==> src/include/acs_pkg.sv <==
// Shared constants and types for the conversion and sleep control block.
package acs_pkg;

    // Clock period, result width and counter widths.
    localparam int          CLK_PERIOD_NS   = 10;
    localparam int          RES_W           = 12;
    localparam int          TICK_W          = 4;
    localparam int          WAKE_W          = 8;

    // Successive-approximation step time and derived cycle count, rounded up.
    localparam int          BIT_TIME_NS     = 60;
    localparam int          BIT_CYC         = (BIT_TIME_NS + CLK_PERIOD_NS - 1) / CLK_PERIOD_NS;
    localparam logic [3:0]  BIT_RELOAD      = 4'(BIT_CYC - 1);

    // Wake-up delays after leaving each kind of sleep, rounded up.
    localparam int          WAKE_PARTIAL_NS  = 200;
    localparam int          WAKE_FULL_NS     = 2000;
    localparam int          WAKE_PARTIAL_CYC = (WAKE_PARTIAL_NS + CLK_PERIOD_NS - 1) / CLK_PERIOD_NS;
    localparam int          WAKE_FULL_CYC    = (WAKE_FULL_NS + CLK_PERIOD_NS - 1) / CLK_PERIOD_NS;
    localparam logic [7:0]  WAKE_PARTIAL_RLD = 8'(WAKE_PARTIAL_CYC - 1);
    localparam logic [7:0]  WAKE_FULL_RLD    = 8'(WAKE_FULL_CYC - 1);

    // Reset values and bit patterns.
    localparam logic [11:0] RESULT_RST      = 12'h000;
    localparam logic [11:0] MSB_MASK        = 12'h800;
    localparam logic [11:0] LSB_MASK        = 12'h001;
    localparam logic [3:0]  TICK_RST        = 4'h0;
    localparam logic [7:0]  WAKE_RST        = 8'h00;

    // Control sequencer states.
    typedef enum logic [2:0] {
        ST_TRACK,
        ST_CONVERT,
        ST_LOAD,
        ST_SLEEP,
        ST_WAKE
    } acs_state_t;

endpackage : acs_pkg

==> src/include/acs_sar_if.sv <==
// Link between the control sequencer and the successive-approximation engine.
`timescale 1ns/10ps
`default_nettype none
interface acs_sar_if;
    logic        start;
    logic        comp_above;
    logic        done;
    logic [11:0] code;

    modport ctrl (output start, output comp_above, input done, input code);
    modport eng  (input start, input comp_above, output done, output code);
endinterface : acs_sar_if
`default_nettype wire

==> src/design/acs_sar_engine.sv <==
// Successive-approximation register that resolves one bit per step time.
`timescale 1ns/10ps
`default_nettype none
module acs_sar_engine
    import acs_pkg::*;
(
    // Clock and reset.
    input  wire logic core_clk_i,
    input  wire logic rst_n_i,
    // Sequencer link.
    acs_sar_if.eng    sar
);

    logic [11:0] code_ff;
    logic [11:0] mask_ff;
    logic [3:0]  tick_ff;
    logic        run_ff;
    logic        done_ff;
    logic [11:0] nxt_code;

    // A kept bit stays set when the input lies above the trial level.
    always_comb begin
        nxt_code = sar.comp_above ? code_ff : (code_ff & ~mask_ff);
        nxt_code = nxt_code | (mask_ff >> 1);
    end

    // A start restarts the search at once, even in the middle of a conversion.
    always_ff @(posedge core_clk_i) begin
        if (!rst_n_i) begin
            code_ff <= RESULT_RST;
            mask_ff <= RESULT_RST;
            tick_ff <= TICK_RST;
            run_ff  <= 1'b0;
            done_ff <= 1'b0;
        end else begin
            done_ff <= 1'b0;
            if (sar.start) begin
                code_ff <= MSB_MASK;
                mask_ff <= MSB_MASK;
                tick_ff <= BIT_RELOAD;
                run_ff  <= 1'b1;
            end else if (run_ff) begin
                if (tick_ff == TICK_RST) begin
                    code_ff <= nxt_code;
                    mask_ff <= mask_ff >> 1;
                    tick_ff <= BIT_RELOAD;
                    if (mask_ff == LSB_MASK) begin
                        run_ff  <= 1'b0;
                        done_ff <= 1'b1;
                    end
                end else begin
                    tick_ff <= tick_ff - 4'h1;
                end
            end
        end
    end

    assign sar.code = code_ff;
    assign sar.done = done_ff;

endmodule : acs_sar_engine
`default_nettype wire

==> src/design/acs_conv_ctrl.sv <==
// Conversion start, busy, sleep sequencing and result port of the converter.
`timescale 1ns/10ps
`default_nettype none
module acs_conv_ctrl
    import acs_pkg::*;
(
    // Clock and reset.
    input  wire logic              core_clk_i,
    input  wire logic              rst_n_i,
    // Host control.
    input  wire logic              conversion_start_n_i,
    input  wire logic              sleep_type_select_i,
    output logic                   busy_o,
    output logic                   ready_o,
    // Result port.
    input  wire logic              chip_select_n_i,
    input  wire logic              read_n_i,
    output logic [RES_W-1:0]       result_bus_o,
    output logic                   result_bus_oe_o,
    // Analog front end.
    input  wire logic              comparator_above_i,
    output logic                   sampler_hold_o,
    output logic [RES_W-1:0]       dac_code_o,
    output logic                   analog_power_o,
    output logic                   ref_power_o,
    output logic                   osc_power_o
);

    localparam logic [7:0] WAKE_ONE = 8'h01;

    acs_sar_if sar ();

    acs_state_t        state_ff;
    acs_state_t        nxt_state;
    logic              start_n_prev_ff;
    logic              start_fall;
    logic              start_rise;
    logic              sleep_partial_ff;
    logic [7:0]        wake_cnt_ff;
    logic [RES_W-1:0]  result_ff;
    logic              read_active;

    acs_sar_engine u_engine (
        .core_clk_i (core_clk_i),
        .rst_n_i    (rst_n_i),
        .sar        (sar)
    );

    // The start pin is synchronous, so one sampled low level already forms an edge.
    always_ff @(posedge core_clk_i) begin
        if (!rst_n_i) begin
            start_n_prev_ff <= 1'b1;
        end else begin
            start_n_prev_ff <= conversion_start_n_i;
        end
    end

    assign start_fall = start_n_prev_ff & ~conversion_start_n_i;
    assign start_rise = ~start_n_prev_ff & conversion_start_n_i;

    // A falling edge in any state restarts the conversion at once.
    always_comb begin
        nxt_state = state_ff;
        if (start_fall) begin
            nxt_state = ST_CONVERT;
        end else begin
            case (state_ff)
                ST_TRACK: begin
                    nxt_state = ST_TRACK;
                end
                ST_CONVERT: begin
                    if (sar.done) begin
                        nxt_state = ST_LOAD;
                    end
                end
                ST_LOAD: begin
                    nxt_state = conversion_start_n_i ? ST_TRACK : ST_SLEEP;
                end
                ST_SLEEP: begin
                    if (start_rise) begin
                        nxt_state = ST_WAKE;
                    end
                end
                ST_WAKE: begin
                    if (wake_cnt_ff == WAKE_RST) begin
                        nxt_state = ST_TRACK;
                    end
                end
                default: begin
                    nxt_state = ST_TRACK;
                end
            endcase
        end
    end

    always_ff @(posedge core_clk_i) begin
        if (!rst_n_i) begin
            state_ff <= ST_TRACK;
        end else begin
            state_ff <= nxt_state;
        end
    end

    // The sleep type is captured on entry so the wake delay matches the sleep taken.
    always_ff @(posedge core_clk_i) begin
        if (!rst_n_i) begin
            sleep_partial_ff <= 1'b1;
        end else if (state_ff == ST_LOAD && nxt_state == ST_SLEEP) begin
            sleep_partial_ff <= sleep_type_select_i;
        end
    end

    always_ff @(posedge core_clk_i) begin
        if (!rst_n_i) begin
            wake_cnt_ff <= WAKE_RST;
        end else if (state_ff == ST_SLEEP && start_rise) begin
            wake_cnt_ff <= sleep_partial_ff ? WAKE_PARTIAL_RLD : WAKE_FULL_RLD;
        end else if (state_ff == ST_WAKE && wake_cnt_ff != WAKE_RST) begin
            wake_cnt_ff <= wake_cnt_ff - WAKE_ONE;
        end
    end

    // The result changes only as a conversion completes, never during one.
    always_ff @(posedge core_clk_i) begin
        if (!rst_n_i) begin
            result_ff <= RESULT_RST;
        end else if (state_ff == ST_CONVERT && sar.done && !start_fall) begin
            result_ff <= sar.code;
        end
    end

    assign sar.start      = start_fall;
    assign sar.comp_above = comparator_above_i;
    assign dac_code_o     = sar.code;

    assign busy_o         = (state_ff == ST_CONVERT) || (state_ff == ST_LOAD);
    assign sampler_hold_o = (state_ff == ST_CONVERT);
    assign ready_o        = (state_ff == ST_TRACK);

    // Partial sleep keeps reference and oscillator alive; full sleep drops all analog.
    assign analog_power_o = (state_ff != ST_SLEEP);
    assign ref_power_o    = (state_ff != ST_SLEEP) || sleep_partial_ff;
    assign osc_power_o    = (state_ff != ST_SLEEP) || sleep_partial_ff;

    // Both active-low selects meet in one gate, so either may be tied low.
    assign read_active     = ~(chip_select_n_i | read_n_i);
    assign result_bus_oe_o = read_active;
    assign result_bus_o    = result_ff;

    a_fall_starts_hold: assert property (
        @(posedge core_clk_i) disable iff (!rst_n_i)
        start_fall |=> busy_o && sampler_hold_o && state_ff == ST_CONVERT)
        else $error("Start falling edge did not begin a held conversion.");

    a_short_pulse_trig: assert property (
        @(posedge core_clk_i) disable iff (!rst_n_i)
        (conversion_start_n_i ##1 !conversion_start_n_i ##1 conversion_start_n_i)
        |-> busy_o && sampler_hold_o && state_ff == ST_CONVERT)
        else $error("One-cycle start pulse was not taken as a trigger.");

    a_busy_through_conv: assert property (
        @(posedge core_clk_i) disable iff (!rst_n_i)
        (state_ff == ST_CONVERT && !sar.done) |=> busy_o)
        else $error("Busy dropped before the conversion ended.");

    a_busy_fall_loaded: assert property (
        @(posedge core_clk_i) disable iff (!rst_n_i)
        $fell(busy_o) |-> $past(state_ff == ST_LOAD) && result_ff == $past(sar.code, 2))
        else $error("Busy fell without a freshly loaded result.");

    a_track_before_fall: assert property (
        @(posedge core_clk_i) disable iff (!rst_n_i)
        $fell(busy_o) |-> !sampler_hold_o && $past(!sampler_hold_o && busy_o))
        else $error("Sampler was not tracking one cycle before busy fell.");

    a_auto_sleep_entry: assert property (
        @(posedge core_clk_i) disable iff (!rst_n_i)
        (state_ff == ST_LOAD && !conversion_start_n_i && !start_fall)
        |=> state_ff == ST_SLEEP && !busy_o)
        else $error("Start held low at end of conversion did not enter sleep.");

    a_sleep_power_kind: assert property (
        @(posedge core_clk_i) disable iff (!rst_n_i)
        (state_ff == ST_LOAD && !conversion_start_n_i && !start_fall)
        |=> !analog_power_o && ref_power_o == $past(sleep_type_select_i)
            && osc_power_o == $past(sleep_type_select_i))
        else $error("Sleep power state does not match the select level.");

    a_wake_delay_load: assert property (
        @(posedge core_clk_i) disable iff (!rst_n_i)
        (state_ff == ST_SLEEP && start_rise)
        |=> state_ff == ST_WAKE && analog_power_o
            && wake_cnt_ff == (sleep_partial_ff ? WAKE_PARTIAL_RLD : WAKE_FULL_RLD))
        else $error("Wake did not start with the delay of the sleep type.");

    a_wake_completes: assert property (
        @(posedge core_clk_i) disable iff (!rst_n_i)
        (state_ff == ST_WAKE && wake_cnt_ff == WAKE_RST && !start_fall) |=> ready_o)
        else $error("Wake delay expired without returning to tracking.");

    a_bus_gated_read: assert property (
        @(posedge core_clk_i) disable iff (!rst_n_i)
        (chip_select_n_i || read_n_i || state_ff == ST_LOAD)
        |-> result_bus_oe_o == (!chip_select_n_i && !read_n_i))
        else $error("Result bus enabled without both selects low.");

    a_bus_stable_conv: assert property (
        @(posedge core_clk_i) disable iff (!rst_n_i)
        (state_ff == ST_CONVERT && $past(state_ff == ST_CONVERT)) |-> $stable(result_bus_o))
        else $error("Result bus changed during a conversion.");

endmodule : acs_conv_ctrl
`default_nettype wire

==> config.mk <==
export PLATFORM = sky130hd
export DESIGN_NAME = acs_conv_ctrl
export DESIGN_NICKNAME = d
export VERILOG_FILES = /design/src/include/acs_pkg.sv /design/src/include/acs_sar_if.sv /design/src/design/acs_sar_engine.sv /design/src/design/acs_conv_ctrl.sv
export SDC_FILE = /design/constraint.sdc
export NUM_CORES = 1
export LEC_CHECK = 0
export BUFFER_PORTS_ARGS = -buffer_cell sky130_fd_sc_hd__buf_2
export CORE_ASPECT_RATIO = 0.75
export CORE_MARGIN = 2
export CORE_UTILIZATION = 40
export DETAILED_ROUTE_END_ITERATION = 10
export GPL_ROUTABILITY_DRIVEN = 0
export PLACE_DENSITY = 0.57
export SLEW_MARGIN = 30
export SYNTH_ARGS = -nofsm -noshare
export SYNTH_HDL_FRONTEND = slang
export SYNTH_SLANG_ARGS = --single-unit
==> constraint.sdc <==
create_clock -name core_clk_i -period 4.38 [get_ports core_clk_i]
set_input_delay 0.219 -clock core_clk_i [delete_from_list [all_inputs] [get_ports core_clk_i]]
set_output_delay 0.219 -clock core_clk_i [all_outputs]
set_load 0.01 [all_outputs]
# After elaboration in Yosys (flattened, before gate mapping)
# Cells that the tools add are included.
[classes] addsub=2 n_eq_ne=7 muxes=24 n_bitwise=12 reduce_logical=19
[ops] operator="12-bit two-way mux" n=7
[ops] operator="8-bit two-way mux" n=3
[ops] operator="3-bit two-way mux" n=6
[ops] operator="12-bit AND" n=1
[ops] operator="12-bit by 1-bit == test with 1-bit output (second input constant)" n=1
[ops] operator="12-bit inverter" n=1
[ops] operator="12-bit by 11-bit OR with 12-bit output" n=1
[ops] operator="3-bit case mux with 4 select lines" n=1
[ops] operator="3-bit by 2-bit == test with 1-bit output (second input constant)" n=3
[ops] operator="8-bit zero test" n=1
[ops] operator="8-bit nonzero test" n=1
[ops] operator="8-bit by 1-bit subtractor with 8-bit output (second input constant)" n=1
[ops] operator="1-bit inverter" n=6
[ops] operator="2-bit nonzero test" n=3
[ops] operator="1-bit logical AND" n=5
[ops] operator="1-bit two-way mux" n=5
[ops] operator="4-bit zero test" n=1
[ops] operator="4-bit two-way mux" n=1
[ops] operator="2-bit AND reduction" n=2
[ops] operator="4-bit OR reduction" n=1
[ops] operator="4-bit by 1-bit subtractor with 4-bit output (second input constant)" n=1
[ops] operator="3-bit by 1-bit == test with 1-bit output (second input constant)" n=1
[ops] operator="3-bit == test (second input constant)" n=1
[ops] operator="3-bit zero test" n=1
[ops] operator="7 further kinds" n=9
[totals] regBits=55 input_bits=7 out_inout_bits=31 wordCells=77

# Longest topological paths before layout
# Gate-level depths: netlist of run 1.
[depth] word_depth=7 mapped_depth=6 mapped_depth_nobuf=6

# Cells and area by module
# From an unflattened synthesis of run 1, not the netlist that was laid out.
[unflattened] hier_cells=263 hier_area_um2=2484.9
[by_module_without_submodules] module="acs_sar_engine" n_inst=1 cells_per_inst=136 area_per_inst_um2=1272.5 seq_area_each_um2=600.6
[by_module_without_submodules] module="acs_conv_ctrl" n_inst=1 cells_per_inst=127 area_per_inst_um2=1212.4 seq_area_each_um2=500.5

# Least setup slack after synthesis of run 1
# No wires, ideal clock.
[synth_timing] path_kind="register to register" from="register state_ff[2]" to="register wake_cnt_ff[4]" setup_time_ns=0.120 t_arrival_ns=1.666 t_required_ns=4.260 path_slack_ns=2.594 stages_incl_launch_ff=6 path_buffers=1 synth_period_minus_slack_ns=1.786 cell_sequence="dfxtp_1 -> buf_2 -> nand3b_4 -> nor3b_2 -> mux2_2 -> o31a_1"
[synth_between] elab_chain_len=3 word_cells_on_any_way=6 cone_classes="2 x eq/ne; 1 x mux; 3 x reduce/logical"
[synth_lines] element="start: declaration" line="acs_conv_ctrl.sv:33" source="acs_state_t state_ff;"
[synth_lines] element="start signal: assignment" line="acs_conv_ctrl.sv:100" source="state_ff <= nxt_state;"
[synth_lines] element="3-bit by 2-bit == test with 1-bit output / 3-bit == test (equally long branches)" line="acs_conv_ctrl.sv:116, acs_conv_ctrl.sv:118"
[synth_lines] element="1-bit logical AND (on tied branches)" line="acs_conv_ctrl.sv:116, acs_conv_ctrl.sv:118"
[synth_lines] element="8-bit two-way mux / 2-bit nonzero test (equally long branches)"
[synth_lines] element="end signal: assignment" line="acs_conv_ctrl.sv:117" source="wake_cnt_ff <= sleep_partial_ff ? WAKE_PARTIAL_RLD : WAKE_FULL_RLD;"
[synth_lines] element="end signal: assignment" line="acs_conv_ctrl.sv:119" source="wake_cnt_ff <= wake_cnt_ff - WAKE_ONE;"
[synth_lines] element="end: declaration" line="acs_conv_ctrl.sv:39" source="logic [7:0] wake_cnt_ff;"
# Several ways; a longest one is shown, not always the timed one.
# A chain may end at the register's enable or synchronous reset.

# Final worst setup path of run 1
[layout_timing] from="register state_ff[1]" to="register wake_cnt_ff[4]"
# The elaborated chain is that of the path after synthesis.

==> flow_metrics.py, run 1 <==
metrics = {
    "status": {
        "outcome": "finished clean",
    },
    "run": {
        "max_cap_viol_count": 0,
    },
    "worst_hold_path": {
        "hold_start": "sleep_type_select_i",
        "hp-class": "primary input to flip-flop",
        "hold_end": "sleep_partial_ff",
        "worstHoldPathCells": 3,
    },
    "floorplan": {
        "die_h_um": 70.0,
        "ios": 38,
        "core_area_um2": 5470,
        "initial_core_util_pct": 42.4,
        "fp-row-count": 23,
        "dieArea_um2": 6430,
        "die_x_um": 92.0,
    },
    "power": {
        "p_leak_nw": 1.00,
        "power.total_uw": 859,
        "sw_frac_of_total_pct": 24.1,
        "power_density_nw_per_um2": 324,
        "seq_power_share_pct": 60.0,
        "power.switching_uw": 207,
        "peakVddDrop_mv": 0.163,
        "pwr-share-comb_pct": 5.8,
        "internal_power_uw": 653,
        "clockPowerShare_pct": 34.2,
    },
    "final_layout": {
        "final_cell_mix": "dfxtp_1 (55), buf_2 (37), a21oi_1 (28), nand2_1 (26), nor2_1 (23)",
        "nFillCells": 563,
        "mostFrequentLayoutCell": "dfxtp_1",
        "n_antenna_cell": 0,
        "final_layout_size_suffix_gt1_share_pct": 22.7,
        "nNetsFinal": 286,
        "final_core_util_pct": 48.4,
        "syn_to_final_growth_pct": 14.1,
    },
    "placement": {
        "dpl.hpwl_mm": 3.33,
        "io_buffer_count": 37,
        "place_ws_ns": 2.36,
    },
    "timing": {
        "finalCritPeriodShare_pct": 46.3,
        "hold_viol": 0,
        "tns_ns": 0,
        "slew_viol_final": 0,
        "worst_slack_ns": 2.35,
        "hold_slack_ns": 0.119,
        "fmax_mhz": 493,
        "worst_slew_pin_slew_ns": 0.891,
        "setup_viol": 0,
        "rsz0062_at_grt": "false",
        "min_period_ns": 2.03,
        "slew_headroom_pct": 40.4,
        "finalClockSkew_ns": 0.0112,
    },
    "synth": {
        "synthesis.nets": 256,
        "synth_cell_types": 47,
        "yosysWarnings": 0,
        "syn_area_um2": 2320,
        "synth_edf_count": 0,
        "ys_seq_area_share_pct": 47.4,
        "yosys.area.top_type_share_pct": 47.4,
        "yosysTopAreaCell": "dfxtp_1",
        "synth-seq-cells": 55,
        "async_flop_share_pct": 0,
        "syn_area_per_cell_um2": 9.40,
        "syn-instance-count": 247,
        "synth_ff_type": "dfxtp_1",
        "synth.area.top_cells": "dfxtp_1 (47%), a21oi_1 (6.0%), mux2i_1 (6.0%), nand2_1 (4.2%), nor2_1 (3.7%)",
    },
    "route": {
        "drt_iter0_markers": 91,
        "wire_per_inst_um": 13.8,
        "drt_first_pass_iters": 4,
        "vias_per_cell": 5.18,
        "route.vias.total": 1830,
        "wirelength_mm": 4.86,
        "drc": 0,
        "drtAntennaViolNets": 0,
    },
    "clock_network": {
        "cts_resized": 0,
        "cts_sinks": 55,
        "htree_levels": 2,
        "cts_tree": "built",
        "post_cts_buffers": 0,
        "numCtsBuffers": 5,
        "postCtsHoldBufs": 0,
        "clock_latency_ns": 0.30,
        "clockBufferDepth": 2,
        "root_buffer": "clkbuf_8",
        "path_clk_slew_ns": 0.10,
    },
    "critical_path": {
        "arrival_ns": 2.22,
        "crit_start": "state_ff[1]",
        "worstPathRequired_ns": 4.57,
        "timing.rr.end": "wake_cnt_ff[4]",
        "r2r_slack_ns": 2.35,
        "rr_worst_depth": 4,
        "path_max_fanout": 10,
        "r2r_start": "state_ff[1]",
        "cp-start-kind": "flip-flop",
        "endpoint_kind": "flip-flop",
        "worstSetupPathType": "flip-flop to flip-flop",
    },
    "grt": {
        "antenna_found_initial": 0,
        "grt_pass1_wl_mm": 8.10,
        "grt_max_degree": 26,
        "overflow": 0,
        "grt_use_total_pct": 15.7,
        "grt_pass1_vias": 1604,
    },
}
[cell type report]
cell class / count / area [µm²] / share of cell area [%]
clock buffer: 6 / 82.6 / 3.12
inverter: 3 / 11.3 / 0.425
sequential: 55 / 1100 / 41.6
multi-input combinational: 174 / 1150 / 43.5
tap: 75 / 93.8 / 3.54
timing repair buffer: 38 / 193 / 7.27
clock inverter: 2 / 16.3 / 0.614
[critical path, stage by stage, from the launching register on]
cell and delay (ns):
dfxtp_1 0.56, nand3b_4 0.14, nor3b_2 0.55, mux2_2 0.40, o31a_1 0.26
[cell usage after synthesis (all sizes together), types with 4 or more instances]
master,count
a21oi,28
nand2b,4
mux2i,14
nor4,6
nor3,11
nor3b,5
nand2,26
clkbuf,7
a311oi,8
buf,8
nor2,23
a21bo,4
dfxtp,55
[sequential cells by signal (all words and copies together) (netlist names)]
| register | flops |
|---|---|
| result_bus_o | 12 |
| sleep_partial_ff | 1 |
| start_n_prev_ff | 1 |
| state_ff | 3 |
| u_engine.mask_ff | 12 |
| u_engine.run_ff | 1 |
| u_engine.sar.code | 12 |
| u_engine.sar.done | 1 |
| u_engine.tick_ff | 4 |
| wake_cnt_ff | 8 |
[per-stage QoR]
stage                     area, µm²  instances
after floorplan                2320        247
after global placement         2540        345
after detailed placement       2550        345
after CTS                      2650        353
after global routing           2650        353
final                          2650        353
[layer usage]
metal / up-vias / GRT usage (%) / wire length (µm)
li1: 959 / - / -
met1: 827 / 25.2 / 2730
met2: 40 / 20.8 / 1850
met3: 4 / 3.24 / 232
met4: 0 / 4.48 / 44
met5: - / 0 / 0
[cells by family (layout without fill, tap and decap cells)]
| logic type | count (synthesis) | after routing | synth area share (%) |
|---|---|---|---|
| AND/OR/NAND/NOR | 97 | 97 | 23.4 |
| AO/OA/AOI/OAI | 57 | 57 | 16.6 |
| flip-flops | 55 | 55 | 47.4 |
| buffers and inverters | 18 | 49 | 3.83 |
| multiplexers | 15 | 15 | 6.52 |
| XOR/XNOR | 3 | 3 | 1.13 |
| adder cells (fa/ha/maj) | 2 | 2 | 1.08 |
[power groups by stage]
stage	Clock [mW]	Combinational, mW	Sequential (mW)
3_5_place_dp	0	0.0499	0.528
4_1_cts	0.303	0.0505	0.516
5_1_grt	0.323	0.0555	0.517
3_3_place_gp	0	0.0496	0.527
6_report	0.294	0.0498	0.516
2_1_floorplan	0	0.0406	0.521
[worst max path at each step]
stage / to / slack (ns) / depth (start not counted)
2_1_floorplan: wake_cnt_ff[4] / 2.59 / 5
3_3_place_gp: u_engine.sar.code[10] / 2.23 / 4
3_5_place_dp: wake_cnt_ff[4] / 2.36 / 4
4_1_cts: wake_cnt_ff[4] / 2.34 / 4
5_1_grt: wake_cnt_ff[4] / 2.21 / 4
6_report: wake_cnt_ff[4] / 2.35 / 4
Note: power is estimated with default switching activity, not from simulation.
==> run 2, diff against run 1 <==
- ABC_AREA: default -> 1
- PLACE_DENSITY: 0.57 -> 0.59
- clock period: 4.38 -> 1.8 ns (I/O delays scaled with it)
==> flow_metrics.py, run 2 <==
metrics = {
    "final_layout": {
        "syn_to_final_growth_pct": 16.4,
        "fin_area_um2": 2700,
        "final_layout_size_suffix_gt1_share_pct": 17.7,
        "nFillCells": 582,
        "nNetsFinal": 363,
        "multi_input_area_um2": 1040,
        "n_antenna_cell": 0,
        "mostFrequentLayoutCell": "nand2_1",
        "final_core_util_pct": 49.3,
        "layout.area.seq_um2": 1100,
        "final_cell_mix": "nand2_1 (68), nor2_1 (55), dfxtp_1 (55), buf_2 (37), a21oi_1 (33)",
    },
    "clock_network": {
        "cts_tree": "built",
        "cts_sinks": 55,
        "htree_levels": 2,
        "cts_resized": 0,
        "post_cts_buffers": 0,
        "postCtsHoldBufs": 0,
        "clock_latency_ns": 0.31,
        "numCtsBuffers": 5,
        "clockBufferDepth": 2,
        "root_buffer": "clkbuf_8",
        "path_clk_slew_ns": 0.10,
    },
    "synth": {
        "synthesis.nets": 325,
        "synth.most_common_cell": "nand2_1",
        "async_flop_share_pct": 0,
        "synth_compound_area_share_pct": 15.3,
        "synthAdderAreaFrac_pct": 1.08,
        "syn-instance-count": 316,
        "synth-xor-area-share_pct": 0,
        "ys_seq_area_share_pct": 47.5,
        "synth_top_family_by_area": "simple AND/OR/NAND/NOR gates",
        "synth-seq-cells": 55,
        "synth_edf_count": 0,
        "synth.area.top_cells": "dfxtp_1 (48%), nand2_1 (11%), nor2_1 (8.9%), a21oi_1 (7.1%), o21ai_0 (5.6%)",
        "synthMuxAreaShare_pct": 0,
        "synth_ff_type": "dfxtp_1",
        "yosys-top-cells-count": "nand2_1 (68), dfxtp_1 (55), nor2_1 (55)",
        "yosys.area_share.simple_pct": 28.4,
        "yosys.area.top_type_share_pct": 47.5,
        "syn_area_um2": 2320,
        "yosysWarnings": 0,
        "syn_area_per_cell_um2": 7.33,
        "synth_cell_types": 28,
        "yosysTopAreaCell": "dfxtp_1",
    },
    "power": {
        "power_density_nw_per_um2": 856,
        "p_leak_nw": 1.23,
        "peakVddDrop_mv": 0.411,
        "power.total_mw": 2.31,
    },
    "grt": {
        "grt_pass1_vias": 1822,
        "overflow": 0,
        "antenna_found_initial": 0,
        "grt_max_degree": 23,
        "grt_pass1_wl_mm": 8.92,
        "grt_use_total_pct": 17.2,
    },
    "route": {
        "drt_iter0_markers": 152,
        "drt_first_pass_iters": 4,
        "wire_per_inst_um": 12.2,
        "route.vias.total": 2083,
        "drc": 0,
        "vias_per_cell": 4.84,
        "wirelength_mm": 5.26,
        "drtAntennaViolNets": 0,
    },
    "critical_path": {
        "worstPathRequired_ns": 2.00,
        "cp-start-kind": "flip-flop",
        "path_max_fanout": 9,
        "endpoint_kind": "flip-flop",
        "arrival_ns": 1.65,
        "worstSetupPathType": "flip-flop to flip-flop",
    },
    "timing": {
        "min_period_ns": 1.46,
        "setup_viol": 0,
        "worst_slew_pin_slew_ns": 0.418,
        "hold_viol": 0,
        "rsz0062_at_grt": "false",
        "finalCritPeriodShare_pct": 81.0,
        "tns_ns": 0,
        "slew_headroom_pct": 72.1,
        "slew_viol_final": 0,
        "finalClockSkew_ns": 0.00797,
        "fmax_mhz": 686,
    },
    "placement": {
        "placed_cell_area_um2": 2560,
        "io_buffer_count": 37,
        "dpl.hpwl_mm": 3.87,
    },
    "floorplan": {
        "core_area_um2": 5470,
        "dieArea_um2": 6420,
        "die_x_um": 91.9,
        "fp-row-count": 23,
        "die_h_um": 69.9,
        "ios": 38,
        "initial_core_util_pct": 42.4,
    },
    "status": {
        "outcome": "finished clean",
    },
    "run": {
        "max_cap_viol_count": 0,
    },
    "worst_hold_path": {
        "hp-class": "primary input to flip-flop",
    },
}
-- run 2: cell count changes in the layout (fill, tap and decap cells not counted), moves of 7 or more --
| cell | previous run | this run |
|---|---|---|
| nor2_1 | 23 | 55 |
| inv_1 | 3 | 25 |
| nor3_1 | 9 | 2 |
| nand2_1 | 26 | 68 |
| a311oi_1 | 8 | 0 |
| o21ai_0 | 2 | 26 |
| mux2i_1 | 14 | 0 |
-- run 2: through the flow --
step | std cells | hold slack (ns) | worst slack [ns]
after floorplan | 316 | 0.210 | 0.506
after global placement | 422 | 0.355 | 0.379
after detailed placement | 422 | 0.350 | 0.370
after CTS | 430 | 0.0159 | 0.339
after global routing | 430 | 0.0613 | 0.188
final | 430 | 0.0250 | 0.342
-- run 2: routing by layer --
layer / wire length (µm) / share of wire (%) / track usage (%) / up-vias
li1: - / - / - / 1091
met1: 2920 / 55 / 27.3 / 923
met5: 0 / 0 / 0 / -
met3: 360 / 6.8 / 4.85 / 7
met4: 37 / 0.70 / 3.98 / 0
met2: 1950 / 37 / 22.6 / 62
-- run 2: cells by family after synthesis --
family | after synthesis
AOI/OAI and AO/OA | 68
buffers and inverters | 39
and+or+nand+nor | 152
DFF | 55
adders and majority gates | 2
-- run 2: layout make-up --
| type | count | share of cell area [%] |
|---|---|---|
| clock buffers | 6 | 2.69 |
| repair buffers | 43 | 8.54 |
| clock inverters | 2 | 2.23 |
| flip-flops and latches | 55 | 40.8 |
| inverters | 27 | 3.76 |
| multi-input cells | 222 | 38.5 |
| well taps | 75 | 3.48 |
-- run 2: worst paths after layout --
path	startpoint	to	slack, ns	cells past startpoint
max	u_engine.run_ff	u_engine.sar.code[9]	0.34	6
min	sleep_type_select_i	sleep_partial_ff	0.03	3
max reg2reg	u_engine.run_ff	u_engine.sar.code[9]	0.34	6
min reg2reg	u_engine.mask_ff[1]	u_engine.mask_ff[1]	0.48	2
-- run 2: report_power, final --
part | switching [mW] | internal [mW] | total, mW
Sequential | 0.0123 | 1.23 | 1.24
Combinational | 0.0807 | 0.0371 | 0.118
Clock | 0.392 | 0.556 | 0.948
Total | 0.485 | 1.82 | 2.31
-- run 2: worst max-delay path, cell delays in order (launching register included) --
cell,delay [ns]
dfxtp_1,0.40
nand3b_1,0.17
nor2_2,0.23
buf_4,0.20
nand2_1,0.10
o21ai_0,0.16
a21oi_1,0.08
==> run 3, diff against run 2 <==
- PLACE_DENSITY: 0.59 -> 0.57
- clock period: 1.8 -> 1.5 ns (I/O delays scaled with it)
==> flow_metrics.py, run 3 (synthesis gave the netlist of run 2 again) <==
metrics = {
    "final_layout": {
        "mostFrequentLayoutCell": "nand2_1",
        "final_layout_size_suffix_gt1_share_pct": 20.4,
        "n_antenna_cell": 0,
        "syn_to_final_growth_pct": 18.8,
        "nNetsFinal": 371,
        "final_core_util_pct": 50.3,
        "nFillCells": 566,
        "final_cell_mix": "nand2_1 (68), nor2_1 (55), dfxtp_1 (53), buf_2 (37), a21oi_1 (33)",
    },
    "route": {
        "drtAntennaViolNets": 0,
        "wirelength_mm": 5.44,
        "route.vias.total": 2069,
        "drt_first_pass_iters": 4,
        "wire_per_inst_um": 12.4,
        "drt_iter0_markers": 109,
        "vias_per_cell": 4.72,
        "drc": 0,
    },
    "timing": {
        "rsz0062_at_grt": "false",
        "slew_viol_final": 0,
        "hold_viol": 0,
        "fmax_mhz": 739,
        "worst_slew_pin_slew_ns": 0.427,
        "slew_headroom_pct": 71.5,
        "finalCritPeriodShare_pct": 90.2,
        "min_period_ns": 1.35,
        "tns_ns": 0,
        "setup_viol": 0,
        "hold_slack_ns": 0.0247,
        "finalClockSkew_ns": 0.00529,
    },
    "status": {
        "outcome": "finished clean",
    },
    "power": {
        "clockPowerShare_pct": 37.6,
        "seq_power_share_pct": 56.3,
        "power.switching_uw": 572,
        "internal_power_mw": 2.08,
        "pwr-share-comb_pct": 6.1,
        "sw_frac_of_total_pct": 21.6,
        "peakVddDrop_mv": 0.516,
        "p_leak_nw": 1.27,
        "power_density_nw_per_um2": 963,
    },
    "critical_path": {
        "worstSetupPathType": "flip-flop to flip-flop",
        "cp_cell_sequence": "inv_1, nand2_1, nor2_1, nand3_2, nand2_4, nand2_1, nor2_1, nor2_1",
        "path_max_fanout": 7,
        "r2r_start": "state_ff[2]",
        "max_stage_delay_ns": 0.37,
        "crit_path_frequent_cell": "nor2_1",
        "worstPathRequired_ns": 1.70,
        "critical-path-slowest-cell": "dfxtp_1",
        "cp-start-kind": "flip-flop",
        "r2r_slack_ns": 0.15,
        "endpoint_kind": "flip-flop",
        "arrival_ns": 1.55,
        "crit_start": "state_ff[2]",
    },
    "grt": {
        "antenna_found_initial": 0,
        "overflow": 0,
        "grt_pass1_wl_mm": 9.29,
        "grt_use_total_pct": 18.2,
        "grt_pass1_vias": 1952,
        "grt_max_degree": 20,
    },
    "clock_network": {
        "post_cts_buffers": 0,
        "path_clk_slew_ns": 0.09,
        "clockBufferDepth": 2,
        "htree_levels": 2,
        "numCtsBuffers": 5,
        "cts_sinks": 55,
        "cts_tree": "built",
        "root_buffer": "clkbuf_8",
        "clock_latency_ns": 0.30,
    },
    "worst_hold_path": {
        "hold_start": "rst_n_i",
        "hp-class": "primary input to flip-flop",
    },
    "run": {
        "max_cap_viol_count": 0,
    },
    "floorplan": {
        "ios": 38,
        "initial_core_util_pct": 42.4,
        "dieArea_um2": 6420,
        "core_area_um2": 5470,
        "die_h_um": 69.9,
        "fp-row-count": 23,
        "die_x_um": 91.9,
    },
    "placement": {
        "dpl.hpwl_mm": 4.10,
        "io_buffer_count": 37,
    },
}
[run 3: worst paths after layout]
kind / end / cells past startpoint
worst min-delay path: result_bus_o[0] / 3
worst min register to register: u_engine.mask_ff[1] / 2
worst max register to register: wake_cnt_ff[7] / 8
worst max-delay path: wake_cnt_ff[7] / 8
[run 3: routing by layer]
| layer | track usage [%] | share of wire (%) | vias to the layer above |
|---|---|---|---|
| met5 | 0 | 0 | - |
| met4 | 4.98 | 0.94 | 0 |
| met3 | 4.96 | 6.9 | 5 |
| met2 | 25.0 | 39 | 47 |
| met1 | 27.7 | 53 | 905 |
| li1 | - | - | 1112 |
[run 3: timing repair]
| item | 4_1_cts | 5_1_grt |
|---|---|---|
| hold endpoints to repair | 0 | 1 |
| endpoints found under the setup margin | 0 | 7 |
| gates resized for setup | 0 | 4 |
| hold buffers | 0 | 1 |
[run 3: power groups by stage]
stage | Combinational, mW | Clock (mW) | Sequential, mW
2_1_floorplan | 0.0985 | 0 | 1.52
3_3_place_gp | 0.160 | 0 | 1.52
3_5_place_dp | 0.161 | 0 | 1.53
4_1_cts | 0.162 | 1.04 | 1.49
5_1_grt | 0.182 | 1.12 | 1.49
6_report | 0.162 | 0.996 | 1.49
[run 3: cell type report]
cell class / instances / area [µm²] / area share, %
sequential: 55 / 1100 / 40.1
multi-input combinational: 222 / 1040 / 37.9
timing repair buffer: 51 / 293 / 10.6
inverter: 27 / 101 / 3.68
tap: 75 / 93.8 / 3.41
clock buffer: 6 / 82.6 / 3.00
clock inverter: 2 / 35.0 / 1.27
[run 3: critical path, delay by kind of cell (launching register included)]
| kind | cells | cell delay (ns) |
|---|---|---|
| simple gates | 7 | 0.81 |
| buf+inv | 1 | 0.07 |
| flops | 1 | 0.37 |
[run 3: through the flow]
step	setup WS, ns	instance area, µm²	std cells	power [mW]
2_1_floorplan	0.206	2320	316	1.62
3_3_place_gp	0.144	2620	429	1.68
3_5_place_dp	0.103	2620	429	1.69
4_1_cts	0.0862	2730	437	2.69
5_1_grt	0.00269	2750	438	2.79
6_report	0.147	2750	438	2.65
